**src/design/fdcrs_consts.svh**
```systemverilog
// Constants for the rate select, input register and result status block
// What this block does
// - Third register mode when identity select and recording mode both low.
// - Second mode input register reads bits 3 to 6 as ones.
// - Input bit 7 is inverted disk-change pin, or the forced value.
// - Third mode bits 1:0 show rate; hardware reset sets 250 Kbps code.
// - Third mode bit 2 reads back the stored no-precompensation bit.
// - Third mode bit 3 mirrors output register DMA gate enable.
// - Third mode bits 4 to 6 read zero; bits 2,3 reset zero.
// - Write to 3F7 loads rate select from bits 1:0; not readable.
// - Third mode stores config bit 2, no effect, kept on soft reset.
// - Density output goes high on hardware reset, soft resets leave it.
// - Result phase returns status bytes of the last command.
// - Status 0 bits 7:6 carry the termination code.
// - Status 0 bit 5 set when seek, relative seek or recalibrate ends.
// - Status 0 bit 4 set on 80 steps without track zero, or overstep.
// - Status 0 bit 3 zero, bit 2 head, bits 1:0 drive number.
// - Status 1 bit 7 on access past final sector; bits 6,3 zero.
// - Status 1 bit 5 on CRC error in ID or data field.
// - Status 1 bit 4 on missed host or DMA service.
// - Status 1 bit 2 when sector, ID or sector sequence not found.
// - Status 1 bit 1 when write protect active during a write command.
// - Status 1 bit 0 when no address mark within two index pulses.
`ifndef FDCRS_CONSTS_SVH
`define FDCRS_CONSTS_SVH

`define FDCRS_ADDR_INPUT 16'h03f7
`define FDCRS_ADDR_DATA 16'h03f5
`define FDCRS_RATE_RESET 2'h2
`define FDCRS_PRECOMP_RESET 1'h0
`define FDCRS_DENSITY_RESET 1'h1
`define FDCRS_RECAL_STEPS 7'h50
`define FDCRS_INDEX_LIMIT 2'h2
`define FDCRS_TERM_NORMAL 2'h0
`define FDCRS_BIT_DISKCHG 7
`define FDCRS_BIT_PRECOMP 2
`define FDCRS_BIT_DMAGATE 3
`define FDCRS_MODE2_ONES 4'hf
`define FDCRS_MODE3_ZEROS 3'h0
`define FDCRS_RATE_1M 2'h3
`define FDCRS_RATE_500K 2'h0

`endif

```
**src/design/fdcrs_pkg.sv**
```systemverilog
// Types shared by the rate select and result status block
package fdcrs_pkg;
   typedef enum logic [1:0] {
      MODE_FIRST,
      MODE_SECOND,
      MODE_THIRD
   } fdcrs_mode_t;

   typedef enum logic [1:0] {
      RECAL_IDLE,
      RECAL_STEP,
      RECAL_FAIL
   } fdcrs_recal_t;
endpackage

```
**src/design/fdcrs_status_if.sv**
```systemverilog
// Carrier from the top-level logic to the status byte encoder
interface fdcrs_status_if;
   logic cmdStart;
   logic softReset;
   logic termValid;
   logic [1:0] termCode;
   logic seekDone;
   logic equipFault;
   logic headAddr;
   logic [1:0] driveNumber;
   logic pastLastSector;
   logic crcFault;
   logic serviceMissed;
   logic sectorNotFound;
   logic writeBlocked;
   logic markMissing;
   logic [7:0] status0;
   logic [7:0] status1;

   modport enc (
      input cmdStart, softReset, termValid, termCode, seekDone, equipFault,
      input headAddr, driveNumber, pastLastSector, crcFault, serviceMissed,
      input sectorNotFound, writeBlocked, markMissing,
      output status0, status1
   );
   modport ctl (
      output cmdStart, softReset, termValid, termCode, seekDone, equipFault,
      output headAddr, driveNumber, pastLastSector, crcFault, serviceMissed,
      output sectorNotFound, writeBlocked, markMissing,
      input status0, status1
   );
endinterface

```
**src/design/fdcrs_status_enc.sv**
```systemverilog
// Sticky result status bytes 0 and 1 for the command just executed
`include "fdcrs_consts.svh"
module fdcrs_status_enc
   import fdcrs_pkg::*;
(
   input wire logic clk_sys,
   input wire logic rstN,
   fdcrs_status_if.enc st
);
   logic [1:0] termCode_q;
   logic headAddr_q;
   logic [1:0] driveNumber_q;
   logic seekDone_q;
   logic equipFault_q;
   logic [4:0] flags_q;
   logic [4:0] flagSet;
   logic clearAll;
   logic [7:0] status0_q;
   logic [7:0] status1_q;

   ////////////////////////////////////////////////////////////////////////
   // Sticky event bits; a set in the clearing cycle survives the clear
   assign clearAll = st.cmdStart | st.softReset;
   assign flagSet = {st.pastLastSector, st.crcFault, st.serviceMissed,
                     st.sectorNotFound | st.writeBlocked, st.markMissing};

   always_ff @(posedge clk_sys or negedge rstN) begin
      if (!rstN) begin
         termCode_q <= `FDCRS_TERM_NORMAL;
         headAddr_q <= 1'h0;
         driveNumber_q <= 2'h0;
         seekDone_q <= 1'h0;
         equipFault_q <= 1'h0;
      end else begin
         if (st.termValid) begin
            termCode_q <= st.termCode;
            headAddr_q <= st.headAddr;
            driveNumber_q <= st.driveNumber;
         end else if (clearAll) begin
            termCode_q <= `FDCRS_TERM_NORMAL;
         end
         seekDone_q <= st.seekDone | (seekDone_q & ~clearAll);
         equipFault_q <= st.equipFault | (equipFault_q & ~clearAll);
      end
   end

   // Not-found and write-protect share no bit; split them out here
   logic notFound_q;
   logic writeBlocked_q;

   always_ff @(posedge clk_sys or negedge rstN) begin
      if (!rstN) begin
         flags_q <= 5'h00;
         notFound_q <= 1'h0;
         writeBlocked_q <= 1'h0;
      end else begin
         flags_q <= flagSet | (flags_q & {5{~clearAll}});
         notFound_q <= st.sectorNotFound | (notFound_q & ~clearAll);
         writeBlocked_q <= st.writeBlocked
                           | (writeBlocked_q & ~clearAll);
      end
   end

   ////////////////////////////////////////////////////////////////////////
   // Byte assembly, registered for the data register path
   always_ff @(posedge clk_sys or negedge rstN) begin
      if (!rstN) begin
         status0_q <= 8'h00;
         status1_q <= 8'h00;
      end else begin
         status0_q <= {termCode_q, seekDone_q, equipFault_q, 1'h0,
                       headAddr_q, driveNumber_q};
         status1_q <= {flags_q[4], 1'h0, flags_q[3], flags_q[2], 1'h0,
                       notFound_q, writeBlocked_q,
                       flags_q[0]};
      end
   end

   assign st.status0 = status0_q;
   assign st.status1 = status1_q;
endmodule

```
**src/design/fdcrs_top.sv**
```systemverilog
// Host port for input/config register at 3F7 and result status bytes
`include "fdcrs_consts.svh"
module fdcrs_top
   import fdcrs_pkg::*;
(
   input wire logic clk_sys,
   input wire logic resetn,
   input wire logic [15:0] ioAddr,
   input wire logic ioRd,
   input wire logic ioWr,
   input wire logic [7:0] hostDataIn,
   output logic [7:0] hostDataOut,
   output logic [7:0] hostDataOeN,
   input wire logic identSel,
   input wire logic recordMode,
   input wire logic [1:0] forceDiskChanged,
   input wire logic diskChangedPin,
   input wire logic dmaGateEnable,
   input wire logic softReset,
   output logic density_select_out,
   output logic [1:0] rateSelect,
   input wire logic resultPhase,
   input wire logic cmdStart,
   input wire logic termValid,
   input wire logic [1:0] termination_code,
   input wire logic seekDone,
   input wire logic headAddr,
   input wire logic [1:0] drive_number,
   input wire logic recalStart,
   input wire logic stepPulse,
   input wire logic track_zero_in,
   input wire logic relSeekPastZero,
   input wire logic pastLastSector,
   input wire logic tcMissing,
   input wire logic crc_fault,
   input wire logic serviceMissed,
   input wire logic sector_not_found,
   input wire logic writeCmdActive,
   input wire logic writeProtectIn,
   input wire logic idSearch,
   input wire logic idMarkFound,
   input wire logic index_in,
   input wire logic dataMarkMissing
);
   logic rstMeta_q;
   logic rstN_q;
   fdcrs_mode_t mode;
   logic selInput;
   logic selData;
   logic ccrWrite;
   logic inputRead;
   logic dataRead;
   logic [1:0] rate_q;
   logic no_precomp_q;
   logic density_q;
   logic densityNext;
   logic diskChangedBit;
   logic [7:0] inputValue;
   logic [7:0] readValue;
   logic [7:0] readOeN;
   logic [7:0] hostDataOut_q;
   logic [7:0] hostDataOeN_q;
   logic rdPrev_q;
   logic rdStart;
   logic resultPtr_q;
   logic ptrSel;
   fdcrs_recal_t recal_q;
   logic [6:0] stepCount_q;
   logic equipFault;
   logic idxPrev_q;
   logic idxRise;
   logic [1:0] idxCount_q;
   logic idTimeout;
   logic idTimeoutSeen_q;
   fdcrs_status_if st ();

   ////////////////////////////////////////////////////////////////////////
   // Reset release through two flops; assertion stays asynchronous
   always_ff @(posedge clk_sys or negedge resetn) begin
      if (!resetn) begin
         rstMeta_q <= 1'h0;
         rstN_q <= 1'h0;
      end else begin
         rstMeta_q <= 1'h1;
         rstN_q <= rstMeta_q;
      end
   end

   ////////////////////////////////////////////////////////////////////////
   // Register mode and address decode
   function automatic logic addrHit(input logic [15:0] a,
                                    input logic [15:0] target);
      addrHit = (a == target);
   endfunction

   assign mode = identSel ? MODE_FIRST :
                 (recordMode ? MODE_SECOND : MODE_THIRD);
   assign selInput = addrHit(ioAddr, `FDCRS_ADDR_INPUT);
   assign selData = addrHit(ioAddr, `FDCRS_ADDR_DATA);
   assign ccrWrite = ioWr & selInput;
   assign inputRead = ioRd & selInput;
   assign dataRead = ioRd & selData & resultPhase;
   assign rdStart = ioRd & ~rdPrev_q;

   ////////////////////////////////////////////////////////////////////////
   // Config control register; only a pin reset touches it
   // Density level follows the rate written: high for 1M and 500K
   assign densityNext = (hostDataIn[1:0] == `FDCRS_RATE_1M)
                        | (hostDataIn[1:0] == `FDCRS_RATE_500K);

   always_ff @(posedge clk_sys or negedge rstN_q) begin
      if (!rstN_q) begin
         rate_q <= `FDCRS_RATE_RESET;
         no_precomp_q <= `FDCRS_PRECOMP_RESET;
         density_q <= `FDCRS_DENSITY_RESET;
      end else if (ccrWrite) begin
         rate_q <= hostDataIn[1:0];
         density_q <= densityNext;
         // Upper bits are expected zero from the host, so bit 2 is kept
         // only where it exists
         if (mode == MODE_THIRD) begin
            no_precomp_q <= hostDataIn[`FDCRS_BIT_PRECOMP];
         end
      end
   end

   assign rateSelect = rate_q;
   assign density_select_out = density_q;

   ////////////////////////////////////////////////////////////////////////
   // Input register value per mode
   assign diskChangedBit = forceDiskChanged[1] ? forceDiskChanged[0]
                                               : ~diskChangedPin;

   always_comb begin
      inputValue = 8'h00;
      readOeN = 8'h00;
      case (mode)
         MODE_FIRST: begin
            // Low bits are left undriven in this mode
            inputValue = {diskChangedBit, 7'h00};
            readOeN = 8'h7f;
         end
         MODE_SECOND: begin
            inputValue = {diskChangedBit, `FDCRS_MODE2_ONES, rate_q,
                          ~densityNext_of(rate_q)};
         end
         MODE_THIRD: begin
            inputValue = {diskChangedBit, `FDCRS_MODE3_ZEROS, dmaGateEnable,
                          no_precomp_q, rate_q};
         end
         default: begin
            inputValue = 8'h00;
            readOeN = 8'hff;
         end
      endcase
   end

   function automatic logic densityNext_of(input logic [1:0] r);
      densityNext_of = (r == `FDCRS_RATE_1M) | (r == `FDCRS_RATE_500K);
   endfunction

   // Pointer flips on the first read cycle; undo that while the read
   // is held so the same byte stands for the whole strobe
   assign ptrSel = resultPtr_q ^ (dataRead & ~rdStart);
   assign readValue = inputRead ? inputValue
                    : (ptrSel ? st.status1 : st.status0);

   ////////////////////////////////////////////////////////////////////////
   // Host read data and drive enables, one cycle behind the strobe
   always_ff @(posedge clk_sys or negedge rstN_q) begin
      if (!rstN_q) begin
         hostDataOut_q <= 8'h00;
         hostDataOeN_q <= 8'hff;
         rdPrev_q <= 1'h0;
      end else begin
         rdPrev_q <= ioRd;
         hostDataOut_q <= (inputRead | dataRead) ? readValue : 8'h00;
         hostDataOeN_q <= inputRead ? readOeN
                        : (dataRead ? 8'h00 : 8'hff);
      end
   end

   assign hostDataOut = hostDataOut_q;
   assign hostDataOeN = hostDataOeN_q;

   // Status 0 first, then status 1; a new command restarts the order
   always_ff @(posedge clk_sys or negedge rstN_q) begin
      if (!rstN_q) begin
         resultPtr_q <= 1'h0;
      end else if (cmdStart | softReset) begin
         resultPtr_q <= 1'h0;
      end else if (dataRead & rdStart) begin
         resultPtr_q <= ~resultPtr_q;
      end
   end

   ////////////////////////////////////////////////////////////////////////
   // Recalibrate watch: track zero must show within the step budget
   always_ff @(posedge clk_sys or negedge rstN_q) begin
      if (!rstN_q) begin
         recal_q <= RECAL_IDLE;
         stepCount_q <= 7'h00;
      end else if (softReset) begin
         recal_q <= RECAL_IDLE;
         stepCount_q <= 7'h00;
      end else begin
         case (recal_q)
            RECAL_IDLE: begin
               if (recalStart) begin
                  recal_q <= RECAL_STEP;
                  stepCount_q <= 7'h00;
               end
            end
            RECAL_STEP: begin
               if (track_zero_in) begin
                  recal_q <= RECAL_IDLE;
               end else if (stepCount_q == `FDCRS_RECAL_STEPS) begin
                  recal_q <= RECAL_FAIL;
               end else if (stepPulse) begin
                  stepCount_q <= stepCount_q + 7'h01;
               end
            end
            RECAL_FAIL: begin
               recal_q <= RECAL_IDLE;
            end
            default: begin
               recal_q <= RECAL_IDLE;
            end
         endcase
      end
   end

   assign equipFault = (recal_q == RECAL_FAIL) | relSeekPastZero;

   ////////////////////////////////////////////////////////////////////////
   // ID mark search: two index pulses without a mark gives up
   assign idxRise = index_in & ~idxPrev_q;
   assign idTimeout = idSearch & ~idMarkFound & idxRise
                      & (idxCount_q == `FDCRS_INDEX_LIMIT - 2'h1);

   always_ff @(posedge clk_sys or negedge rstN_q) begin
      if (!rstN_q) begin
         idxPrev_q <= 1'h0;
         idxCount_q <= 2'h0;
         idTimeoutSeen_q <= 1'h0;
      end else begin
         idxPrev_q <= index_in;
         if (~idSearch | idMarkFound | softReset) begin
            idxCount_q <= 2'h0;
            idTimeoutSeen_q <= 1'h0;
         end else if (idxRise & ~idTimeoutSeen_q) begin
            idxCount_q <= idxCount_q + 2'h1;
            idTimeoutSeen_q <= idTimeout;
         end
      end
   end

   ////////////////////////////////////////////////////////////////////////
   // Status encoder hookup
   assign st.cmdStart = cmdStart;
   assign st.softReset = softReset;
   assign st.termValid = termValid;
   assign st.termCode = termination_code;
   assign st.seekDone = seekDone;
   assign st.equipFault = equipFault;
   assign st.headAddr = headAddr;
   assign st.driveNumber = drive_number;
   assign st.pastLastSector = pastLastSector | tcMissing;
   assign st.crcFault = crc_fault;
   assign st.serviceMissed = serviceMissed;
   assign st.sectorNotFound = sector_not_found;
   assign st.writeBlocked = writeCmdActive & writeProtectIn;
   assign st.markMissing = (idTimeout & ~idTimeoutSeen_q)
                           | dataMarkMissing;

   fdcrs_status_enc u_enc (
      .clk_sys (clk_sys),
      .rstN (rstN_q),
      .st (st)
   );
endmodule

```
**config.mk**
```make
export PLATFORM = sky130hd
export DESIGN_NAME = fdcrs_top
export DESIGN_NICKNAME = d
export VERILOG_FILES = /design/src/design/fdcrs_pkg.sv /design/src/design/fdcrs_status_if.sv /design/src/design/fdcrs_status_enc.sv /design/src/design/fdcrs_top.sv
export VERILOG_INCLUDE_DIRS = /design/src /design/src/design
export SDC_FILE = /design/constraint.sdc
export NUM_CORES = 1
export LEC_CHECK = 0
export ABC_AREA = 1
export BUFFER_PORTS_ARGS = -buffer_cell sky130_fd_sc_hd__buf_4
export CAP_MARGIN = 20
export CORE_MARGIN = 2
export CORE_UTILIZATION = 26
export CTS_CLUSTER_DIAMETER = 100
export DETAILED_ROUTE_END_ITERATION = 10
export GPL_TIMING_DRIVEN = 0
export PLACE_DENSITY = 0.45
export SLEW_MARGIN = 40
export SYNTH_ARGS = -nofsm -noshare
export SYNTH_HDL_FRONTEND = slang
export SYNTH_SLANG_ARGS = --single-unit
```
**constraint.sdc**
```tcl
create_clock -name clk_sys -period 2.3 [get_ports clk_sys]
set_clock_uncertainty 0.2 [all_clocks]
set_input_delay 0.345 -clock clk_sys [delete_from_list [all_inputs] [get_ports clk_sys]]
set_output_delay 0.345 -clock clk_sys [all_outputs]
set_load 0.03 [all_outputs]
```
-- Word-level counts from Yosys, hierarchy flattened
Index checks and enable logic that the tools add are counted.
- flip-flop bits (word level): 64
- input port bits: 59
- output and inout bits: 19
- $add $sub $neg: 2
- equal/unequal tests: 15
- muxes and demuxes: 29
- bitwise logic cells: 45
- reduce and logical (&&, ||, !) cells: 12
- operator list (kind ; count):
    8-bit two-way mux ; 5
    7-bit two-way mux ; 5
    16-bit by 10-bit == test with 1-bit output (second input constant) ; 2
    8-bit one-hot mux with 3 select lines ; 1
    2-bit two-way mux ; 10
    1-bit bitwise AND ; 18
    8-bit one-hot mux with 2 select lines ; 1
    1-bit bitwise OR ; 14
    7-bit one-hot mux with 2 select lines ; 1
    3-bit != test (second input constant) ; 4
    1-bit NOT ; 10
    2-bit == test (second input constant) ; 4
    2-bit logical NOT ; 4
    7-bit by 1-bit adder with 7-bit output (second input constant) ; 1
    7-bit == test (second input constant) ; 1
    2-bit by 1-bit == test with 1-bit output (second input constant) ; 3
    2-bit nonzero test ; 3
    5-bit bitwise AND ; 1
    1-bit two-way mux ; 5
    5-bit bitwise OR ; 1
    5-bit AND reduction ; 1
    4-bit != test (second input constant) ; 1
    2-bit one-hot mux with 2 select lines ; 1
    2-bit AND reduction ; 2
    4 further kinds ; 4

-- Depth between registers and ports, before layout
- depth after elaboration: 8
- gate-level depth with buffers: 13
- gate-level depth less buffers: 12

-- By module
From an unflattened synthesis, not the netlist that was laid out.
- cells, all modules: 337
- area, all modules: 2787.7 sq um
- modules (own cells, without submodules) (module ; times used ; cells an instance ; area each (sq um) ; sequential area each (sq um)):
    fdcrs_top ; 1 ; 266 ; 1938.1 ; 780.7
    fdcrs_status_enc ; 1 ; 71 ; 849.6 ; 650.6

-- Least setup slack after synthesis
OpenSTA, ideal clock, no wires.
- path kind: register to register
- from: register stepCount_q[0]
- to: register stepCount_q[2]
- library setup time: 77 ps
- arrival time: 1353 ps
- data required time: 2023 ps
- path slack: 670 ps
- cell stages (with the launch flop): 14
- path through: dfrtp_1 > inv_1 > ha_1 > inv_1 > nor2_1 > nand4_1 > nand3_1 > nand2_1 > nand3_2 > inv_2 > buf_6 > nand3_1 > nand2_1 > a21oi_1
- longest elaborated chain between the ends: 6
- ends and longest elaborated chain (element ; line ; RTL):
    start, declared ; fdcrs_top.sv:68 ; logic [6:0] stepCount_q;
    start signal, assigned ; fdcrs_top.sv:221 ; stepCount_q <= stepCount_q + 7'h01;
    7-bit by 1-bit adder with 7-bit output ; fdcrs_top.sv:221 ;
    7-bit two-way mux ; fdcrs_top.sv:220 ; end else if (stepPulse) begin
    7-bit two-way mux ; fdcrs_top.sv:218 ; end else if (stepCount_q == `FDCRS_RECAL_STEPS) begin
    7-bit two-way mux ; fdcrs_top.sv:216 ; if (track_zero_in) begin
    7-bit one-hot mux with 2 select lines ; fdcrs_top.sv:208 ; case (recal_q)
    7-bit two-way mux ; fdcrs_top.sv:204 ; end else if (softReset) begin
Several ways; a longest one is shown, not always the timed one. The select of a mux whose other input is x is not followed.
A chain may end at the register's enable or synchronous reset.

-- Worst setup path after layout
- from: input port ioRd
- to: register hostDataOut_q[7] (netlist: hostDataOut[7])
- longest elaborated chain between the ends: 7
- ends and longest elaborated chain (element ; line ; RTL):
    start, declared ; fdcrs_top.sv:9 ; input wire logic ioRd,
    1-bit bitwise AND, on equally long branches ; fdcrs_top.sv:102, fdcrs_top.sv:103 ;
    1-bit bitwise AND or 1-bit NOT (tied branches) ; fdcrs_top.sv:102, fdcrs_top.sv:165 ;
    1-bit bitwise AND ; fdcrs_top.sv:165 ; assign ptrSel = resultPtr_q ^ (dataRead & ~rdStart);
    1-bit XOR ; fdcrs_top.sv:165 ;
    8-bit two-way mux ; fdcrs_top.sv:167 ; : (ptrSel ? st.status1 : st.status0);
    8-bit two-way mux ; fdcrs_top.sv:166 ; assign readValue = inputRead ? inputValue
    8-bit two-way mux * ; fdcrs_top.sv:178 ; hostDataOut_q <= (inputRead | dataRead) ? readValue : 8'h00;
    end signal, assigned ; fdcrs_top.sv:178 ;
    end, declared ; fdcrs_top.sv:61 ; logic [7:0] hostDataOut_q;
Every way passes the cells marked *; elsewhere a longest branch is shown, timed or not.

==> flow_summary.toml <==
[status]
status = "completed"

[sta]
fin_crit_ps = 1915
final-setup-viol-count = 0
rsz0062_at_grt = "no"
period_share_pct = 83.27
hold_violations = 0
worstMarginPinSlew_ps = 528.0
fmax_mhz = 522.1
whs_ps = 21.17
drv_slew = 0
setup_tns_ps = 0
slew_headroom_pct = 64.80

[worst_setup_path]
path_cells = "dlygate4sd3_1 > buf_4 > inv_1 > or2_1 > nand4_1 > nand2_2 > nand2_4 > inv_2 > nand2_1 > nand3_1 > nand2_1 > inv_1"
critPathBufInv = 5
critPathKind = "primary input to flip-flop"
reg2reg_depth = 13
rrSetupSlack_ps = 480
worstPathRequired_ps = 2320
critPathTopFamily = "simple AND/OR/NAND/NOR gates"
endpoint = "hostDataOut[7]"
r2r-end = "stepCount_q[2]"
cp_max_fo = 7
path_depth = 12
arrival_ps = 1940
reg2reg_from = "stepCount_q[0]"
crit_slowest_cell = "dlygate4sd3_1"
startpoint = "ioRd"
end_kind = "flip-flop"
slowest_delay_ps = 530
startpoint_type = "primary input"

[synthesis]
synth_cells = 303
synth_edf_count = 0
yosys.cell_types.count = 32
yosys.area_share.adder_pct = 2.372
yosys_register_bits = 57
ys_warn_count = 0
syn_area_um2 = 2638
yosys-top-cells-area = "dfrtp_1 50%, nand2_1 8.1%, inv_1 6.5%, nand3_1 4.6%, dfstp_2 4.0%"
synth_top_family_by_area = "simple AND/OR/NAND/NOR gates"
yosysTopAreaCellShare_pct = 50.28
synth_compound_gate_area_share_pct = 9.156
async_flop_share_pct = 100.0
synth_top_area_cell = "dfrtp_1"
synth-seq-area-share_pct = 54.27
synth.area.mux_share_pct = 0
synth_xor_xnor_area_share_pct = 0.6641
yosys.area_share.simple_pct = 23.29
ys.flop_type = "dfrtp_1"
syn_nets = 367
avgSynthCellArea_um2 = 8.705

[finish]
drive_gt1_share_pct = 30.52
diodes = 0
fill_cells = 1044
postLayoutCellArea_um2 = 3709
nNetsFinal = 462
area_delta_synth_final_pct = 40.61
postLayoutCoreUtil_pct = 37.77

[grt]
grt_pass1_vias = 2209
grt_overflow = 0
grt_pass1_wl_um = 10140
grt_max_degree = 29
antenna_found_initial = 0
grt_usage_pct = 11.71

[floorplan]
die_w_um = 104.7
ios = 78
dieArea_um2 = 10970
core_area_um2 = 9819
initial_core_util_pct = 26.86
core.rowCount = 36
die_y_um = 104.7

[clocking]
cts_sinks = 57
tritoncts = "built"
clk_pin_slew_worst_paths_ps = 70
ctsHtreeMaxLevel = 3
cts_resized = 0
clk_latency_ps = 330
cts_made_buffers = 9
cts_setup_buffers = 0
cts_hold_buf = 11
cts_max_path_buffers = 2
root_buffer = "clkbuf_8"

[placed_design]
dp_hpwl_um = 4471
port_buffers = 72
globalplace.congestion = 0.7489
placed_area_um2 = 3368

[drt]
drt_iter0_markers = 74
routed_wl_um = 5793
final_antenna_net_count = 0
dr.pass1.iters = 4
m1WireLength_um = 2717
vias = 2168
post_drt_via_cell_ratio = 4.045
drcViolationCount = 0
met3_wirelength_um = 277
wl_per_cell_um = 10.81
dr_wl_met2_um = 2736
top_layer_used = "met4"

[worst_hold_path]
hold_path_class = "primary input to flip-flop"

[power_and_ir_drop]
leakage_nw = 1.850
ir_drop_mv = 0.3060
p_per_area_nw_per_um2 = 655.6

[job]
max_cap_viol_count = 0
layout by cell type (no fill, tap or decap):
master / n
nand2_4: 1
clkbuf_1: 2
bufinv_16: 2
o22ai_1: 2
nand3_2: 2
a21o_1: 4
nor3b_1: 1
dlygate4sd3_1: 11
xor2_1: 2
a21oi_1: 15
nand3_1: 24
a211oi_1: 1
buf_6: 2
buf_12: 1
o21a_1: 2
nor2_2: 8
clkbuf_8: 11
a211o_1: 1
inv_1: 46
nand2_2: 3
nand4_1: 4
o21ai_2: 1
nor2_4: 1
dfrtp_4: 1
buf_4: 78
conb_1: 1
nor2_1: 28
or2_1: 1
clkinvlp_4: 2
inv_2: 6
dfrtp_1: 52
o21ai_1: 3
nand2_1: 57
o21ai_0: 12
a22o_1: 1
dfstp_2: 4
nor3_1: 5
ha_1: 5
synth_stat cells, types with 2 or more instances:
| library cell | number |
|---|---|
| a21o_1 | 4 |
| a21oi_1 | 15 |
| buf_4 | 6 |
| buf_6 | 2 |
| dfrtp_1 | 53 |
| dfstp_2 | 4 |
| ha_1 | 5 |
| inv_1 | 46 |
| inv_2 | 6 |
| nand2_1 | 57 |
| nand2_2 | 3 |
| nand3_1 | 24 |
| nand3_2 | 2 |
| nand4_1 | 4 |
| nor2_1 | 28 |
| nor2_2 | 8 |
| nor3_1 | 5 |
| o21a_1 | 2 |
| o21ai_0 | 12 |
| o21ai_1 | 3 |
| o22ai_1 | 2 |
| xor2_1 | 2 |
cell type report:
cell class / instances / area, um^2 / share of cell area [%]
Sequential cell: 57 / 1435 / 38.70
Multi-Input combinational cell: 185 / 939.7 / 25.34
Timing Repair Buffer: 84 / 670.6 / 18.08
Inverter: 52 / 195.2 / 5.263
Tap cell: 133 / 166.4 / 4.487
Clock buffer: 12 / 155.1 / 4.184
Clock inverter: 4 / 75.07 / 2.024
Buffer: 9 / 71.32 / 1.923
metal layers:
layer | track usage (%) | up-vias
li1 | - | 1141
met1 | 14.22 | 971
met2 | 18.88 | 52
met3 | 4.492 | 4
met4 | 4.286 | 0
met5 | 0 | -
worst register-to-register path, stage by stage (launching register included):
cell and delay, ps:
dfrtp_1 410, inv_1 100, ha_1 160, inv_1 50, nor2_1 70, nand4_1 110
nand3_1 90, nand2_1 60, nand3_2 110, inv_2 50, buf_6 130, nand3_1 60
nand2_1 50, a21oi_1 100
logic make-up (layout without fill, tap and decap cells):
group / Yosys count / count (layout)
flip-flops: 57 / 57
adder cells (fa/ha/maj): 5 / 5
XOR/XNOR: 2 / 2
other: 1 / 1
AND/OR/NAND/NOR: 135 / 135
AO/OA/AOI/OAI: 42 / 42
buffers and inverters: 61 / 161
state kept, by name (all words and copies together) (netlist names), 2 cells and up:
| name | count |
|---|---|
| hostDataOut | 8 |
| stepCount_q | 7 |
| u_enc.st.status0 | 7 |
| u_enc.st.status1 | 6 |
| u_enc.flags_q | 4 |
| hostDataOeN | 2 |
| idxCount_q | 2 |
| rateSelect | 2 |
| recal_q | 2 |
| u_enc.driveNumber_q | 2 |
| u_enc.termCode_q | 2 |
metrics by stage:
step,setup WS [ps],power [mW],std cells
floorplan,402.6,1.239,303
detailed placement,468.8,1.370,509
CTS,376.6,2.484,536
finish,384.8,2.431,536
global placement,-369.5,1.358,508
global route,234.4,2.567,536
power by group:
group          internal (mW)  total, mW  leakage (nW)  switching, mW
sequential              1.05       1.09         0.700         0.0337
clock                  0.669       1.07         0.109          0.403
combinational          0.135      0.272          1.04          0.137
worst min-delay path by stage:
stage / start / to / slack (ps) / cells after the start
after floorplan: resetn / rstMeta_q / -150 / 0
after global placement: resetn / rstMeta_q / -70 / 1
after detailed placement: resetn / rstMeta_q / -70 / 1
after CTS: headAddr / u_enc.headAddr_q / 3 / 3
after global routing: relSeekPastZero / u_enc.equipFault_q / 6 / 3
final: relSeekPastZero / u_enc.equipFault_q / 20 / 3
Note: power is estimated with default switching activity, not from simulation.
